===== src/gpx_pkg.sv =====
// package of the gpio port: register map, reset values, sense encodings
// assumes a 32-bit AXI4-Lite register bus and one 10 MHz clock
package gpx_pkg;
   // port width and the true open-drain bit positions
   localparam int          PORT_W        = 8;
   localparam logic [7:0]  TOD_MASK      = 8'h50;
   // register byte offsets
   localparam logic [7:0]  OFS_DATA      = 8'h00;
   localparam logic [7:0]  OFS_DIR       = 8'h04;
   localparam logic [7:0]  OFS_OPT       = 8'h08;
   localparam logic [7:0]  OFS_MISC1     = 8'h0C;
   localparam logic [7:0]  OFS_STATUS    = 8'h10;
   localparam logic [7:0]  OFS_MASK      = 8'h14;
   // field positions inside misc_control_one
   localparam int          SENS0_LSB     = 0;
   localparam int          SENS1_LSB     = 2;
   // values after reset
   localparam logic [1:0]  SENS_RST      = 2'h0;
   localparam logic [1:0]  IRQ_RST       = 2'h0;
   // bus answers
   localparam logic [1:0]  RESP_OKAY     = 2'h0;
   localparam logic [1:0]  RESP_SLVERR   = 2'h2;
   // event selection of one interrupt source
   typedef enum logic [1:0] {
      SENS_FALL_LOW = 2'h0,
      SENS_RISE     = 2'h1,
      SENS_FALL     = 2'h2,
      SENS_BOTH     = 2'h3
   } gpx_sens_t;
endpackage : gpx_pkg


===== src/gpx_sense.sv =====
// event detector of one external interrupt source
// assumes levels already synchronised to clock by the caller
`timescale 1ns/1ps
`default_nettype none
module gpx_sense #(
   parameter int W = gpx_pkg::PORT_W
) (
   input  wire logic             clock,
   input  wire logic             resetn,
   input  wire logic [W-1:0]     lvl,
   input  wire logic [W-1:0]     en,
   input  wire gpx_pkg::gpx_sens_t sens,
   output logic                  evt
);
   import gpx_pkg::*;

   typedef struct packed {
      logic [W-1:0] prev;
   } gpx_sense_st_t;

   gpx_sense_st_t st_r;
   gpx_sense_st_t st_nxt;
   logic [W-1:0]  rise;
   logic [W-1:0]  fall;

   ////////////////////////////////////////////////////////////////////////
   // edges from the current sample against the previous one
   always_comb begin
      st_nxt      = st_r;
      st_nxt.prev = lvl;
      rise        = en & lvl & ~st_r.prev;
      fall        = en & ~lvl & st_r.prev;
      unique case (sens)
         SENS_RISE:     evt = |rise;
         SENS_FALL:     evt = |fall;
         SENS_BOTH:     evt = |(rise | fall);
         // low level keeps requesting for as long as the pin stays low
         SENS_FALL_LOW: evt = |fall | |(en & ~lvl);
      endcase
   end

   always_ff @(posedge clock or negedge resetn) begin
      if (!resetn) begin
         st_r <= '0;
      end else begin
         st_r <= st_nxt;
      end
   end
endmodule : gpx_sense
`default_nettype wire


===== src/gpx_port.sv =====
// gpio port with pin modes, alternate function muxing and two external
// interrupt sources behind an AXI4-Lite register slave
// assumes pins come from outside the clock domain, alternate functions
// and the bus run on clock
//
// Added by the designer: the AXI4-Lite register port and the register offsets.
`timescale 1ns/1ps
`default_nettype none
// Functional notes
// - ordinary bits give floating in, pulled-up irq in, open-drain out or push-pull out by direction and option.
// - true open-drain bits have no pull-up; option picks floating or floating irq input, output is always open-drain.
// - an input bit whose alternate function drives reads back the alternate output value.
// - an output bit feeds its data register value, not the pin, to an alternate input.
// - each irq source fires on falling, rising, both edges, or falling edge plus low level.
// - two sources with own sensitivity bits, pins grouped onto them by a non-volatile option bit.
module gpx_port #(
   parameter int         W   = gpx_pkg::PORT_W,
   parameter logic [W-1:0] TOD = gpx_pkg::TOD_MASK
) (
   input  wire logic         clock,
   input  wire logic         resetn,
   input  wire logic [31:0]  s_axi_awaddr,
   input  wire logic         s_axi_awvalid,
   output logic              s_axi_awready,
   input  wire logic [31:0]  s_axi_wdata,
   input  wire logic [3:0]   s_axi_wstrb,
   input  wire logic         s_axi_wvalid,
   output logic              s_axi_wready,
   output logic [1:0]        s_axi_bresp,
   output logic              s_axi_bvalid,
   input  wire logic         s_axi_bready,
   input  wire logic [31:0]  s_axi_araddr,
   input  wire logic         s_axi_arvalid,
   output logic              s_axi_arready,
   output logic [31:0]       s_axi_rdata,
   output logic [1:0]        s_axi_rresp,
   output logic              s_axi_rvalid,
   input  wire logic         s_axi_rready,
   input  wire logic [W-1:0] pin_in,
   output logic [W-1:0]      pin_out,
   output logic [W-1:0]      pin_oe_n,
   output logic [W-1:0]      pin_pull_en,
   input  wire logic [W-1:0] alt_out_en,
   input  wire logic [W-1:0] alt_out_val,
   output logic [W-1:0]      alt_in_val,
   input  wire logic         irq_source_grouping_option,
   output logic              irq
);
   import gpx_pkg::*;

   typedef struct packed {
      logic [W-1:0] sync1;
      logic [W-1:0] sync2;
      logic         grp1;
      logic         grp2;
      logic [W-1:0] port_data_register;
      logic [W-1:0] dir;
      logic [W-1:0] opt;
      gpx_sens_t    sens0;
      gpx_sens_t    sens1;
      logic [1:0]   status;
      logic [1:0]   mask;
      logic [W-1:0] pin_out;
      logic [W-1:0] pin_oe_n;
      logic [W-1:0] pull;
      logic [W-1:0] alt_in;
      logic         irq;
      logic         aw_held;
      logic [7:0]   aw_addr;
      logic         w_held;
      logic [31:0]  w_data;
      logic         w_lane0;
      logic         awready;
      logic         wready;
      logic         bvalid;
      logic [1:0]   bresp;
      logic         arready;
      logic         rvalid;
      logic [31:0]  rdata;
      logic [1:0]   rresp;
   } gpx_port_st_t;

   gpx_port_st_t st_r;
   gpx_port_st_t st_nxt;
   logic [W-1:0] irq_en;
   logic [W-1:0] drv;
   logic [W-1:0] push;
   logic [W-1:0] drive;
   logic [W-1:0] rd_port;
   logic [1:0]   evt;
   logic [7:0]   ar_ofs;

   // pins of group g under the grouping option: halves, or even/odd bits
   function automatic logic [W-1:0] grp_mask(input logic opt_bit,
                                             input logic g);
      logic [W-1:0] m;
      m = '0;
      for (int i = 0; i < W; i++) begin
         m[i] = opt_bit ? (i[0] == g) : ((i >= W/2) == g);
      end
      return m;
   endfunction : grp_mask

   // offset is known to the map
   function automatic logic ofs_ok(input logic [7:0] a);
      return a == OFS_DATA || a == OFS_DIR || a == OFS_OPT ||
             a == OFS_MISC1 || a == OFS_STATUS || a == OFS_MASK;
   endfunction : ofs_ok

   ////////////////////////////////////////////////////////////////////////
   // pin modes and alternate function muxing
   always_comb begin
      // alternate output wins the pin even on an input bit
      drv     = (alt_out_en & alt_out_val) |
                (~alt_out_en & st_r.port_data_register);
      drive   = st_r.dir | alt_out_en;
      // true open-drain bits never drive high
      push    = ~TOD & (st_r.opt | (alt_out_en & ~st_r.dir));
      irq_en  = ~st_r.dir & st_r.opt & ~alt_out_en;
      // read back: output bits show the latch, inputs the pin or alt value
      rd_port = (st_r.dir & st_r.port_data_register) |
                (~st_r.dir & alt_out_en & alt_out_val) |
                (~st_r.dir & ~alt_out_en & st_r.sync2);
      ar_ofs  = s_axi_araddr[7:0];
   end

   ////////////////////////////////////////////////////////////////////////
   // the two interrupt sources
   gpx_sense #(.W(W)) u_sense0 (
      .clock  (clock),
      .resetn (resetn),
      .lvl    (st_r.sync2),
      .en     (irq_en & grp_mask(st_r.grp2, 1'b0)),
      .sens   (st_r.sens0),
      .evt    (evt[0])
   );

   gpx_sense #(.W(W)) u_sense1 (
      .clock  (clock),
      .resetn (resetn),
      .lvl    (st_r.sync2),
      .en     (irq_en & grp_mask(st_r.grp2, 1'b1)),
      .sens   (st_r.sens1),
      .evt    (evt[1])
   );

   ////////////////////////////////////////////////////////////////////////
   // next state: synchronisers, pins, bus slave, interrupt status
   always_comb begin
      logic [1:0] clr;
      clr    = 2'h0;
      st_nxt = st_r;
      // two flops before any logic sees a pin or the option strap
      st_nxt.sync1    = pin_in;
      st_nxt.sync2    = st_r.sync1;
      st_nxt.grp1     = irq_source_grouping_option;
      st_nxt.grp2     = st_r.grp1;
      st_nxt.pin_oe_n = ~(drive & (push | ~drv));
      st_nxt.pin_out  = drv & push;
      st_nxt.pull     = ~st_r.dir & st_r.opt & ~TOD & ~alt_out_en;
      st_nxt.alt_in   = (st_r.dir & st_r.port_data_register) |
                        (~st_r.dir & st_r.sync2);
      // write address and data are taken in either order
      if (s_axi_awvalid && st_r.awready) begin
         st_nxt.aw_held = 1'b1;
         st_nxt.aw_addr = s_axi_awaddr[7:0];
      end
      if (s_axi_wvalid && st_r.wready) begin
         st_nxt.w_held  = 1'b1;
         st_nxt.w_data  = s_axi_wdata;
         st_nxt.w_lane0 = s_axi_wstrb[0];
      end
      if (st_r.bvalid && s_axi_bready) begin
         st_nxt.bvalid = 1'b0;
      end
      if (st_r.aw_held && st_r.w_held && !st_r.bvalid) begin
         st_nxt.aw_held = 1'b0;
         st_nxt.w_held  = 1'b0;
         st_nxt.bvalid  = 1'b1;
         st_nxt.bresp   = ofs_ok(st_r.aw_addr) ? RESP_OKAY : RESP_SLVERR;
         // all fields sit in byte lane 0
         if (st_r.w_lane0) begin
            unique case (st_r.aw_addr)
               OFS_DATA:  st_nxt.port_data_register = st_r.w_data[W-1:0];
               OFS_DIR:   st_nxt.dir  = st_r.w_data[W-1:0];
               OFS_OPT:   st_nxt.opt  = st_r.w_data[W-1:0];
               // no guard here: a change with interrupts open may glitch
               OFS_MISC1: begin
                  st_nxt.sens0 = gpx_sens_t'(st_r.w_data[SENS0_LSB +: 2]);
                  st_nxt.sens1 = gpx_sens_t'(st_r.w_data[SENS1_LSB +: 2]);
               end
               OFS_MASK:  st_nxt.mask = st_r.w_data[1:0];
               default:   st_nxt.mask = st_r.mask;
            endcase
         end
      end
      // reads answer one cycle after the address is taken
      if (st_r.rvalid && s_axi_rready) begin
         st_nxt.rvalid = 1'b0;
      end
      if (s_axi_arvalid && st_r.arready) begin
         st_nxt.rvalid = 1'b1;
         st_nxt.rresp  = ofs_ok(ar_ofs) ? RESP_OKAY : RESP_SLVERR;
         st_nxt.rdata  = 32'h0;
         unique case (ar_ofs)
            OFS_DATA:   st_nxt.rdata[W-1:0] = rd_port;
            OFS_DIR:    st_nxt.rdata[W-1:0] = st_r.dir;
            OFS_OPT:    st_nxt.rdata[W-1:0] = st_r.opt;
            OFS_MISC1:  st_nxt.rdata[3:0]   = {st_r.sens1, st_r.sens0};
            OFS_STATUS: begin
               st_nxt.rdata[1:0] = st_r.status;
               clr               = 2'h3;
            end
            OFS_MASK:   st_nxt.rdata[1:0]   = st_r.mask;
            default:    st_nxt.rdata        = 32'h0;
         endcase
      end
      // an event in the clearing cycle survives the read
      st_nxt.status  = (st_r.status & ~clr) | evt;
      st_nxt.irq     = |(st_nxt.status & st_nxt.mask);
      st_nxt.awready = !st_nxt.aw_held && !st_nxt.bvalid;
      st_nxt.wready  = !st_nxt.w_held && !st_nxt.bvalid;
      st_nxt.arready = !st_nxt.rvalid;
   end

   always_ff @(posedge clock or negedge resetn) begin
      if (!resetn) begin
         st_r          <= '0;
         st_r.sens0    <= gpx_sens_t'(SENS_RST);
         st_r.sens1    <= gpx_sens_t'(SENS_RST);
         st_r.status   <= IRQ_RST;
         st_r.mask     <= IRQ_RST;
         st_r.pin_oe_n <= '1;
         st_r.awready  <= 1'b1;
         st_r.wready   <= 1'b1;
         st_r.arready  <= 1'b1;
      end else begin
         st_r <= st_nxt;
      end
   end

   // outputs straight from flops
   assign s_axi_awready = st_r.awready;
   assign s_axi_wready  = st_r.wready;
   assign s_axi_bvalid  = st_r.bvalid;
   assign s_axi_bresp   = st_r.bresp;
   assign s_axi_arready = st_r.arready;
   assign s_axi_rvalid  = st_r.rvalid;
   assign s_axi_rdata   = st_r.rdata;
   assign s_axi_rresp   = st_r.rresp;
   assign pin_out       = st_r.pin_out;
   assign pin_oe_n      = st_r.pin_oe_n;
   assign pin_pull_en   = st_r.pull;
   assign alt_in_val    = st_r.alt_in;
   assign irq           = st_r.irq;
endmodule : gpx_port
`default_nettype wire


===== config.mk =====
export PLATFORM = sky130hd
export DESIGN_NAME = gpx_port
export DESIGN_NICKNAME = d
export VERILOG_FILES = /design/src/gpx_pkg.sv /design/src/gpx_sense.sv /design/src/gpx_port.sv
export SDC_FILE = /design/constraint.sdc
export NUM_CORES = 1
export LEC_CHECK = 0
export ABC_AREA = 1
export BUFFER_PORTS_ARGS = -buffer_cell sky130_fd_sc_hd__clkbuf_2
export CAP_MARGIN = 20
export CELL_PAD_IN_SITES_DETAIL_PLACEMENT = 0
export CELL_PAD_IN_SITES_GLOBAL_PLACEMENT = 2
export CORE_AREA = 2 2 145 147
export CTS_CLUSTER_SIZE = 10
export DETAILED_ROUTE_END_ITERATION = 7
export DIE_AREA = 0 0 147 149
export HOLD_SLACK_MARGIN = 0.15
export PLACE_DENSITY_LB_ADDON = 0.25
export SLEW_MARGIN = 10
export SYNTH_ARGS = -nofsm -noshare
export SYNTH_HDL_FRONTEND = slang
export SYNTH_SLANG_ARGS = --single-unit

===== constraint.sdc =====
create_clock -name clock -period 1.5 [get_ports clock]
set_input_delay 0.15 -clock clock [delete_from_list [all_inputs] [get_ports clock]]
set_output_delay 0.15 -clock clock [all_outputs]
set_load 0.01 [all_outputs]

==> impl_summary.log, run 1 <==
INFO  metric post-synth-top-area-fraction = 0.489
INFO  metric synth-main-ff-cell = dfrtp_1
INFO  metric worst_setup_path_start_kind = register
INFO  metric drv_slew = 0
INFO  metric route.detailed.drc = 0
INFO  metric insertedDiodeCount = 0
INFO  metric die_width = 147 microns
INFO  metric hold_slack = 0.216 ns
INFO  metric num_vias = ~4600
INFO  metric grt_max_degree = between 70 and 80
INFO  metric clkSinkCount = between 100 and 150
INFO  metric fill_cell_count = ~2200
INFO  metric clock_insertion_delay_worst_skew = slightly above 0.4 ns
INFO  metric final.period_utilization = 0.981
INFO  metric grt.overflow.total = 0
INFO  metric height_of_the_die = approximately 150 microns
INFO  metric start_util = 0.274
INFO  metric cap_violations = 0
INFO  metric netlist.top_cell.by_area = dfrtp_1
INFO  metric port_buffers = 100
INFO  metric slew-limit-headroom = 0.638
INFO  metric rows = 53
INFO  metric crit_arrival = ~1.8 ns
INFO  metric io-pin-count = ~210
INFO  metric wl_per_cell = ~13 microns
INFO  metric synth.cell_area = approximately 0.0056 sq mm
INFO  metric postSynth.asyncResetShare = 1.00
INFO  metric required_worst_endpoint = about 1.9 ns
INFO  metric synth.cells.most_frequent = nand2_1 (139), dfrtp_1 (110), buf_4 (68)
INFO  metric hpwlAfterDp = roughly 11000 microns
INFO  metric irDropWorstVdd = between 0.7 and 0.8 mV
INFO  metric gr-usage-all-layers = 0.139
INFO  metric path_delay_family = simple AND/OR/NAND/NOR gates
INFO  metric ant_nets = 0
INFO  metric clock-skew-final = 0.0103 ns
INFO  metric hold_violations = 0
INFO  metric syn_avg_cell_area = ~8.8 sq um
INFO  metric timing.setup.tns = 0 ns
INFO  metric via_per_inst = 4.18
INFO  metric yosysWarningCount = 0
INFO  metric timing.critical_path.from = st_r[75]$_DFFE_PN0P_
INFO  metric drt-pass1-iter-count = 4
INFO  metric synth_area_leaders = dfrtp_1 (49%), nand2_1 (9.3%), buf_4 (9.1%), dfstp_2 (5.1%), o21ai_0 (4.7%)
INFO  metric syn2layout_area_growth = 37.3%
INFO  metric r2r-start = st_r[75]$_DFFE_PN0P_
INFO  metric min-delay-path-class = in2reg
INFO  metric path_cells = or2_4, nor2_4, nand2_2, nor2_4, a21oi_1, a31oi_1, nand2_1, nand2_1
INFO  metric endpoint_kind = register
INFO  metric ctsLongestPathBuffers = 2
INFO  metric grt_setup_unrepaired = yes
INFO  metric synth.lib_cells_used.distinct = 35
INFO  metric die_area = 0.0219 sq mm
INFO  metric path_class = reg2reg
INFO  metric synthCells = between 600 and 700
INFO  metric hold_path_startpoint = s_axi_arvalid
INFO  metric yosysMostFrequentCell = nand2_1
INFO  metric routed_wirelength = around 14000 microns
INFO  metric proportion_of_layout_cells_with_a_drive_suffix_above_1 = 0.281
INFO  metric fin_crit_period = between 1 and 1.5 ns
INFO  metric cts_max_level = 4
INFO  metric run_status = finished, final reports clean
INFO  metric place_congestion = 0.815
INFO  metric critPathBufInv = 0
INFO  metric tritoncts = done
INFO  metric grt_pass1_vias = 4624
INFO  metric fmaxAchievable = just under 700 MHz
INFO  metric cellPowerDensity = around 1500 mW/mm^2
INFO  metric synth.ff_latch_count = between 100 and 150
INFO  metric core_area = 0.0206 sq mm
INFO  metric crit_fanout = 5
INFO  metric grt_pass1_wl = about 24000 microns
INFO  metric synth_edf_count = 0
INFO  metric cpPeakStageDelay = 0.37 ns
INFO  metric synth_seq_area_share = 0.541
INFO  metric cts_root_buf = clkbuf_16
INFO  metric cts_buffers = 17
INFO  metric nets_finish = between 900 and 1000
INFO  metric report.final.setup_viol = 0
INFO  metric critical_path.slowest_cell = dfrtp_1
INFO  metric tightestPinTransition = roughly 0.54 ns
INFO  metric power_leakage = ~3.8 nW
INFO  metric initialDrtViolationCount = roughly 270
INFO  metric worst_setup_hold_path_clk_slew = 0.06 ns
INFO  metric number_of_antenna_violations_at_the_first_check_in_global_routing = 0
sequential cells by signal, indices dropped and copies added (netlist names), 6 cells and up:
register,count
st_r,60
st_nxt,9
alt_in_val,8
pin_oe_n,8
s_axi_rdata,8
u_sense1.st_r,8
pin_out,6
pin_pull_en,6
timing repair:
action	in CTS	in global routing
endpoints found under the setup margin	1	13
gates resized for setup	4	24
hold buffers	48	0
endpoints found under the hold margin	165	0
setup buffers	0	3
pin swaps	0	10
report_power, final:
group          leakage, nW  internal, mW  total [mW]  switching [mW]
clock                0.313          3.00        4.44            1.44
sequential            1.52          4.05        4.48           0.430
combinational         1.98          1.07        2.63            1.56
layout by cell type (no fill, tap or decap), types with 2 or more instances in the layout:
master	synthesis	layout
a21oi_1	14	12
a21oi_2	0	2
a31oi_1	2	2
buf_12	0	4
buf_4	68	53
bufinv_16	0	4
clkbuf_1	5	3
clkbuf_16	0	17
clkbuf_2	0	99
clkbuf_8	0	5
clkinv_2	0	2
conb_1	1	30
dfrtp_1	110	109
dfstp_2	11	11
dlygate4sd3_1	0	47
inv_1	67	64
inv_2	0	3
mux2i_1	5	5
nand2_1	139	139
nand3_1	37	32
nand3_2	1	6
nand4_1	10	10
nand4_2	2	2
nor2_1	61	53
nor2_2	0	7
nor2_4	3	4
nor3_1	8	6
nor3_2	2	3
o211ai_1	3	3
o21ai_0	53	50
o21ai_1	10	13
o221ai_1	2	2
o22ai_1	10	10
or2_2	6	6
cell type report:
type	instances	area (sq um)	area share
flip-flops and latches	121	3040	0.394
clock buffers	25	505	0.0654
repair buffers	205	1470	0.190
well taps	275	344	0.0445
multi-input cells	407	1970	0.255
inverters	68	255	0.0330
clock inverters	7	138	0.0178
final timing paths:
kind                       slack (ns)  cells after the start                         end
min reg2reg                      0.34                      0         st_r[153]$_DFF_PN0_
min in group asynchronous        0.30                      3        st_r[46]$_DFFE_PN0P_
max reg2reg                      0.03                      8               irq$_DFF_PN0_
min                              0.22                      5  s_axi_rdata[3]$_DFFE_PN0P_
max in group asynchronous        0.73                      3       pin_oe_n[3]$_DFF_PN1_
max                              0.03                      8               irq$_DFF_PN0_
cell families after synthesis:
group / after synthesis / synth area share
other: 1 / 0.000667
and+or+nand+nor: 273 / 0.212
buffers and inverters: 143 / 0.141
muxes: 5 / 0.00890
DFF: 121 / 0.541
AOI/OAI and AO/OA: 99 / 0.0963
layer usage:
layer,up-vias,global-route usage,part of all wire
li1,2352,-,-
met1,2141,0.184,0.48
met2,119,0.218,0.45
met3,23,0.0373,0.051
met4,0,0.0558,0.017
met5,-,0,0
worst reg2reg max path, stage by stage, from the launching register on:
cell and delay (ns):
dfrtp_1 0.37, or2_4 0.28, nor2_4 0.14, nand2_2 0.07
nor2_4 0.12, a21oi_1 0.07, a31oi_1 0.19, nand2_1 0.08
nand2_1 0.08
per-stage QoR:
stage | total power [mW] | utilization | std cells | setup WS, ns | area, sq um
floorplan | 6.12 | - | 671 | 0.0911 | 5730
global placement | 6.89 | 0.316 | 1025 | -0.113 | 6500
detailed placement | 6.96 | 0.316 | 1025 | -0.0552 | 6500
CTS | 11.6 | 0.371 | 1105 | 0.000950 | 7630
global route | 12.3 | 0.376 | 1108 | -0.0891 | 7720
finish | 11.5 | 0.376 | 1108 | 0.0288 | 7720
(Power assumes the default switching activity.)
==> run 2, diff against run 1 <==
--- a/config.mk
+++ b/config.mk
@@ -10,13 +10,14 @@
 export CAP_MARGIN = 20
 export CELL_PAD_IN_SITES_DETAIL_PLACEMENT = 0
 export CELL_PAD_IN_SITES_GLOBAL_PLACEMENT = 2
-export CORE_AREA = 2 2 145 147
+export CORE_AREA = 2 2 144 146
 export CTS_CLUSTER_SIZE = 10
 export DETAILED_ROUTE_END_ITERATION = 7
-export DIE_AREA = 0 0 147 149
+export DIE_AREA = 0 0 146 148
 export HOLD_SLACK_MARGIN = 0.15
 export PLACE_DENSITY_LB_ADDON = 0.25
 export SLEW_MARGIN = 10
 export SYNTH_ARGS = -nofsm -noshare
 export SYNTH_HDL_FRONTEND = slang
+export SYNTH_HIERARCHICAL = 1
 export SYNTH_SLANG_ARGS = --single-unit
==> constraint.sdc (replaced) <==
create_clock -name clock -period 1.7 [get_ports clock]
set_input_delay 0.17 -clock clock [delete_from_list [all_inputs] [get_ports clock]]
set_output_delay 0.17 -clock clock [all_outputs]
set_load 0.01 [all_outputs]
==> impl_summary.log, run 2 <==
INFO  metric largest_register_ffs = 60
INFO  metric required_worst_endpoint = 1.99 ns
INFO  metric run_status = finished, final reports clean
INFO  metric port_buffers = 100
INFO  metric path_class = reg2reg
INFO  metric finalInstanceArea = 0.00825 sq mm
INFO  metric grt.overflow.total = 0
INFO  metric hold_slack = roughly 0.19 ns
INFO  metric grt_max_degree = between 80 and 90
INFO  metric fin_crit_period = 1.63 ns
INFO  metric io-pin-count = 206
INFO  metric worst_setup_path_start_kind = register
INFO  metric power_leakage = roughly 4.2 nW
INFO  metric synth-main-ff-cell = dfrtp_1
INFO  metric place_ws = -0.0812 ns
INFO  metric number_of_antenna_violations_at_the_first_check_in_global_routing = 0
INFO  metric die_width = 146 microns
INFO  metric synth.lib_cells_used.distinct = 29
INFO  metric min-delay-path-class = in2reg
INFO  metric yosysMostFrequentCell = nand2_1
INFO  metric wl_per_cell = 13.4 microns
INFO  metric fill_cell_count = around 2100
INFO  metric cellPowerDensity = around 1200 mW/mm^2
INFO  metric drv_slew = 0
INFO  metric post-synth-top-area-fraction = 0.482
INFO  metric crit_arrival = 1.92 ns
INFO  metric yosysWarningCount = 6
INFO  metric synthCells = just over 700
INFO  metric hold-path-endpoint = pin_pull_en[1]$_DFF_PN0_
INFO  metric r2r-end = irq$_DFF_PN0_
INFO  metric postSynth.asyncResetShare = 1.00
INFO  metric endpoint_kind = register
INFO  metric fmaxAchievable = ~610 MHz
INFO  metric clkSinkCount = between 100 and 150
INFO  metric worstHoldPathCells = 5
INFO  metric synth_edf_count = 0
INFO  metric pwr-share-comb = 0.219
INFO  metric via_per_inst = 4.19
INFO  metric synth.ff_latch_count = around 130
INFO  metric cts_max_level = 4
INFO  metric grt_pass1_wl = 25400 microns
INFO  metric finalCoreUtilization = 0.412
INFO  metric report.final.setup_viol = 0
INFO  metric timing.final.ws_setup = about 0.073 ns
INFO  metric clock-skew-final = 0.0108 ns
INFO  metric cts_buffers = 17
INFO  metric clock_insertion_delay_worst_skew = 0.41 ns
INFO  metric hpwlAfterDp = 11500 microns
INFO  metric rows = 52
INFO  metric slew-limit-headroom = 0.632
INFO  metric grt_setup_unrepaired = yes
INFO  metric ant_nets = 0
INFO  metric intPower = 6.88 mW
INFO  metric synth.cells.most_frequent = nand2_1 (215), dfrtp_1 (118), inv_1 (87)
INFO  metric die_area = between 0.02 and 0.025 sq mm
INFO  metric place_congestion = 0.781
INFO  metric r2r-start = st_r[139]$_DFFE_PN0P_
INFO  metric final.period_utilization = 0.957
INFO  metric netlist.top_cell.by_area = dfrtp_1
INFO  metric cts_root_buf = clkbuf_16
INFO  metric synth_seq_area_share = 0.529
INFO  metric totalPowerFinal = approximately 9.9 mW
INFO  metric worst_r2r_path_depth = 15
INFO  metric worst_setup_hold_path_clk_slew = about 0.060 ns
INFO  metric hold_path_startpoint = alt_out_en[1]
INFO  metric crit_fanout = 3
INFO  metric ctsLongestPathBuffers = 2
INFO  metric synth_area_leaders = dfrtp_1 (48%), nand2_1 (13%), buf_4 (8.5%), inv_1 (5.3%), nand3_1 (4.7%)
INFO  metric synth.cell_area = around 0.006 sq mm
INFO  metric num_vias = roughly 5000
INFO  metric core_area = 0.0200 sq mm
INFO  metric nets_finish = around 1000
INFO  metric grt_pass1_vias = about 5000
INFO  metric syn_avg_cell_area = between 8 and 9 sq um
INFO  metric routed_wirelength = about 16000 microns
INFO  metric proportion_of_layout_cells_with_a_drive_suffix_above_1 = 0.264
INFO  metric tightestPinTransition = ~0.55 ns
INFO  metric clockPowerShare = 0.377
INFO  metric syn2layout_area_growth = 34.8%
INFO  metric seq_power_share = 0.404
INFO  metric worst-r2r-setup-slack = about 0.073 ns
INFO  metric initialDrtViolationCount = ~210
INFO  metric irDropWorstVdd = ~0.65 mV
INFO  metric height_of_the_die = ~150 microns
INFO  metric drt-pass1-iter-count = 6
INFO  metric mostFrequentLayoutCells = nand2_1 (208), dfrtp_1 (117), clkbuf_2 (98), inv_1 (80)
INFO  metric route.detailed.drc = 0
INFO  metric hold_violations = 0
INFO  metric start_util = 0.306
INFO  metric top_register = st_r
INFO  metric power.switching_fraction = 0.303
INFO  metric most_frequent_standard_cell_in_the_layout_excluding_fill_and_tap_cells = nand2_1
INFO  metric gr-usage-all-layers = 0.152
INFO  metric cap_violations = 0
INFO  metric tritoncts = done
INFO  metric insertedDiodeCount = 0
INFO  metric dpl_cell_area = between 0.006 and 0.007 sq mm
INFO  metric power_switching = approximately 3.0 mW
-- run 2: cell types whose count changed in the layout (fill, tap and decap cells not counted), sizes merged, moves of 10 or more --
cell	change
nand3	+22
buf	-10
conb	+12
nand2	+77
nor2	-20
inv	+19
dlygate4sd3	+10
-- run 2: per-layer routing --
metal | part of all wire | global-route usage
met4 | 0.013 | 0.0481
met2 | 0.49 | 0.262
met5 | 0 | 0
met3 | 0.033 | 0.0281
met1 | 0.46 | 0.195
-- run 2: worst max-delay path by stage --
stage,startpoint,to,slack [ns],cells past startpoint
after detailed placement,st_r[134]$_DFFE_PN0P_,irq$_DFF_PN0_,-0.08,12
after global placement,st_r[134]$_DFFE_PN0P_,irq$_DFF_PN0_,-0.06,12
after CTS,st_r[139]$_DFFE_PN0P_,irq$_DFF_PN0_,0.008,15
after global routing,alt_out_en[3],irq$_DFF_PN0_,-0.07,16
final,st_r[139]$_DFFE_PN0P_,irq$_DFF_PN0_,0.07,15
after floorplan,st_r[137]$_DFFE_PN0P_,irq$_DFF_PN0_,0.29,12
-- run 2: metrics by stage --
| stage | TNS [ns] | cells |
|---|---|---|
| floorplan | 0 | 760 |
| global placement | -0.0602 | 1098 |
| detailed placement | -0.0812 | 1098 |
| CTS | 0 | 1187 |
| global route | -0.0728 | 1191 |
| finish | 0 | 1191 |
-- run 2: repair_timing --
action / CTS / global route
pin swaps: 0 / 12
resized for setup: 6 / 38
buffers inserted: 0 / 4
setup endpoints to repair: 1 / 5
hold buffers: 57 / 0
hold endpoints to repair: 166 / 0
-- run 2: power by group through the flow --
| stage | registers (mW) | clock network (mW) | logic [mW] |
|---|---|---|---|
| floorplan | 4.00 | 0 | 1.33 |
| global placement | 4.02 | 0 | 1.91 |
| detailed placement | 4.03 | 0 | 1.94 |
| CTS | 3.99 | 3.81 | 2.12 |
| global route | 4.06 | 3.94 | 2.44 |
| finish | 3.99 | 3.72 | 2.16 |
-- run 2: final cells by class --
cell class / instances / area, sq um / area share
Inverter: 89 / 343 / 0.0415
Clock buffer: 19 / 443 / 0.0537
Tap cell: 270 / 338 / 0.0409
Clock inverter: 13 / 164 / 0.0199
Multi-Input combinational cell: 467 / 2260 / 0.274
Timing Repair Buffer: 204 / 1460 / 0.177
Sequential cell: 129 / 3240 / 0.393
-- run 2: cell families after synthesis --
kind of cell,Yosys count,synth area share
and+or+nand+nor,336,0.234
muxes,6,0.00981
DFF,129,0.529
other,1,0.000612
AOI/OAI and AO/OA,83,0.0799
buffers and inverters,164,0.147
-- run 2: worst max-delay path, stage by stage, from the launching register on --
cell and delay [ns]:
dfrtp_1 0.34, inv_1 0.06, nand2_2 0.12, nor3_2 0.05, buf_4 0.14, nand3_1 0.07
nand2_1 0.07, inv_1 0.06, nand2_1 0.06, nor2_2 0.07, nand2_1 0.06, nand2_2 0.06
nand2_2 0.07, a21o_1 0.17, nand2_1 0.06, nand2_1 0.05
==> run 3, diff against run 2 <==
--- a/config.mk
+++ b/config.mk
@@ -15,7 +15,9 @@
 export DETAILED_ROUTE_END_ITERATION = 7
 export DIE_AREA = 0 0 146 148
 export HOLD_SLACK_MARGIN = 0.15
+export MAX_ROUTING_LAYER = met4
 export PLACE_DENSITY_LB_ADDON = 0.25
+export REMOVE_ABC_BUFFERS = 1
 export SLEW_MARGIN = 10
 export SYNTH_ARGS = -nofsm -noshare
 export SYNTH_HDL_FRONTEND = slang
==> impl_summary.log, run 3 (synthesis gave the netlist of run 2 again) <==
INFO  metric run_status = finished, final reports clean
INFO  metric crit_fanout = 5
INFO  metric placed_cells_incl_taps = approximately 1100
INFO  metric largest_register_ffs = 60
INFO  metric grt.overflow.total = 0
INFO  metric grt_pass1_vias = approximately 5000
INFO  metric clock_insertion_delay_worst_skew = between 0.4 and 0.5 ns
INFO  metric seq_power_share = 0.399
INFO  metric worst_path_most_repeated_cell = nand2_1
INFO  metric endpoint_kind = register
INFO  metric nets_finish = about 1000
INFO  metric post_layout_nonfiller_instances = about 1200
INFO  metric grt_setup_unrepaired = yes
INFO  metric irDropWorstVdd = approximately 0.73 mV
INFO  metric most_frequent_standard_cell_in_the_layout_excluding_fill_and_tap_cells = nand2_1
INFO  metric port_buffers = 100
INFO  metric syn2layout_area_growth = 33.9%
INFO  metric clkSinkCount = about 130
INFO  metric die_width = approximately 150 microns
INFO  metric insertedDiodeCount = 0
INFO  metric critical_path.slowest_cell = dlygate4sd3_1
INFO  metric final.period_utilization = 1.00
INFO  metric top_register = st_r
INFO  metric cellPowerDensity = around 1200 mW/mm^2
INFO  metric cts_buffers = 17
INFO  metric path_class = in2reg
INFO  metric post_cts_buffers = 0
INFO  metric routed_wirelength = 15800 microns
INFO  metric proportion_of_layout_cells_with_a_drive_suffix_above_1 = 0.249
INFO  metric required_worst_endpoint = between 2 and 2.5 ns
INFO  metric fmaxAchievable = ~590 MHz
INFO  metric min-delay-path-class = in2reg
INFO  metric wl_per_cell = about 13 microns
INFO  metric cpPeakStageDelay = approximately 0.54 ns
INFO  metric number_of_antenna_violations_at_the_first_check_in_global_routing = 0
INFO  metric power_leakage = roughly 4.2 nW
INFO  metric path_cells = dlygate4sd3_1, clkbuf_2, nor2_2, nand2_2, nor2_2, nand2_1, o22ai_1, nor2_1, nand2_1, nand2_1, nand2_1, a21o_1, nand2_1, nand2_1
INFO  metric via_per_inst = approximately 4.2
INFO  metric num_vias = approximately 5000
INFO  metric worst_setup_path_start_kind = input pin
INFO  metric drt-pass1-iter-count = 5
INFO  metric clockPowerShare = 0.386
INFO  metric start_util = 0.306
INFO  metric hpwlAfterDp = approximately 12000 microns
INFO  metric finalCoreUtilization = 0.409
INFO  metric initialDrtViolationCount = 230
INFO  metric rows = 52
INFO  metric power.switching_fraction = 0.299
INFO  metric grt_max_degree = 43
INFO  metric core_area = ~0.02 sq mm
INFO  metric route.detailed.drc = 0
INFO  metric hold_violations = 0
INFO  metric cap_violations = 0
INFO  metric pwr-share-comb = 0.215
INFO  metric intPower = around 7.0 mW
INFO  metric mostFrequentLayoutCells = nand2_1 (211), dfrtp_1 (117), clkbuf_2 (99), inv_1 (85), nand3_1 (58)
INFO  metric grt_pass1_wl = 25400 microns
INFO  metric die_area = about 0.022 sq mm
INFO  metric tritoncts = done
INFO  metric gr-usage-all-layers = 0.157
INFO  metric place_congestion = 0.816
INFO  metric report.final.setup_viol = 0
INFO  metric ant_nets = 0
INFO  metric drv_slew = 0
INFO  metric worst_setup_hold_path_clk_slew = 0.06 ns
INFO  metric io-pin-count = between 200 and 250
INFO  metric ctsLongestPathBuffers = 2
INFO  metric power_switching = approximately 3.0 mW
INFO  metric cts_root_buf = clkbuf_16
INFO  metric height_of_the_die = 148 microns
INFO  metric fin_crit_period = between 1.5 and 2 ns
INFO  metric cts_max_level = 4
INFO  metric clock-skew-final = 0.0119 ns
INFO  metric crit_arrival = slightly above 2 ns
[run 3: layer usage]
layer / GRT usage / share of wire / vias up
met1: 0.193 / 0.45 / 2354
met5: - / 0 / -
met3: 0.0401 / 0.048 / 14
met4: 0.0539 / 0.011 / 0
li1: - / - / 2545
met2: 0.252 / 0.49 / 123
[run 3: power by group through the flow]
stage / combinational, mW / clock [mW] / sequential, mW
finish: 2.14 / 3.86 / 3.99
global route: 2.44 / 4.12 / 4.05
CTS: 2.15 / 3.97 / 3.99
detailed placement: 1.96 / 0 / 4.04
global placement: 1.93 / 0 / 4.02
floorplan: 1.05 / 0 / 4.07
[run 3: final timing paths]
| path | startpoint | endpoint | slack, ns | cells past startpoint |
|---|---|---|---|---|
| hold / removal | s_axi_araddr[4] | s_axi_rresp[1]$_DFFE_PN0N_ | 0.18 | 4 |
| min in group asynchronous | resetn | st_nxt[154]$_DFF_PN0_ | 0.19 | 2 |
| max in group asynchronous | resetn | s_axi_arready$_DFF_PN1_ | 0.85 | 3 |
| setup / recovery | alt_out_en[3] | irq$_DFF_PN0_ | 0.0001 | 14 |
| hold reg to reg | st_nxt[156]$_DFF_PN0_ | st_r[156]$_DFF_PN0_ | 0.35 | 0 |
| setup reg to reg | st_r[135]$_DFFE_PN0P_ | irq$_DFF_PN0_ | 0.0001 | 11 |
[run 3: layout make-up]
cell class / instances / area (sq um)
Multi-Input combinational cell: 467 / 2220
Inverter: 89 / 344
Fill cell: 2102 / 11800
Timing Repair Buffer: 199 / 1430
Clock buffer: 20 / 447
Tap cell: 270 / 338
Sequential cell: 129 / 3240
Clock inverter: 12 / 181
[run 3: what timing repair did]
action,in CTS,in global routing
gates resized for setup,15,11
endpoints found under the hold margin,170,0
cloned,0,0
pin swaps,1,0
endpoints found under the setup margin,1,6
hold buffers,56,0
[run 3: worst max-delay path: cells and delay by family]
kind | cells | cell delay [ns]
AO/OA/AOI/OAI | 2 | 0.29
buffers and inverters | 2 | 0.70
AND/OR/NAND/NOR | 10 | 0.88
[run 3: stage by stage]
stage | cell area (sq um) | setup WS, ns | hold slack, ns | setup TNS [ns] | power, mW
after floorplan | 5710 | 0.235 | -0.126 | 0 | 5.13
after global placement | 6920 | -0.0392 | 0.0559 | -0.0392 | 5.95
after detailed placement | 6920 | -0.0560 | 0.0584 | -0.0560 | 6.00
after CTS | 8150 | 0.00284 | 0.166 | 0 | 10.1
after global routing | 8200 | -0.0789 | 0.209 | -0.0789 | 10.6
final | 8200 | 0.000133 | 0.180 | 0 | 9.99
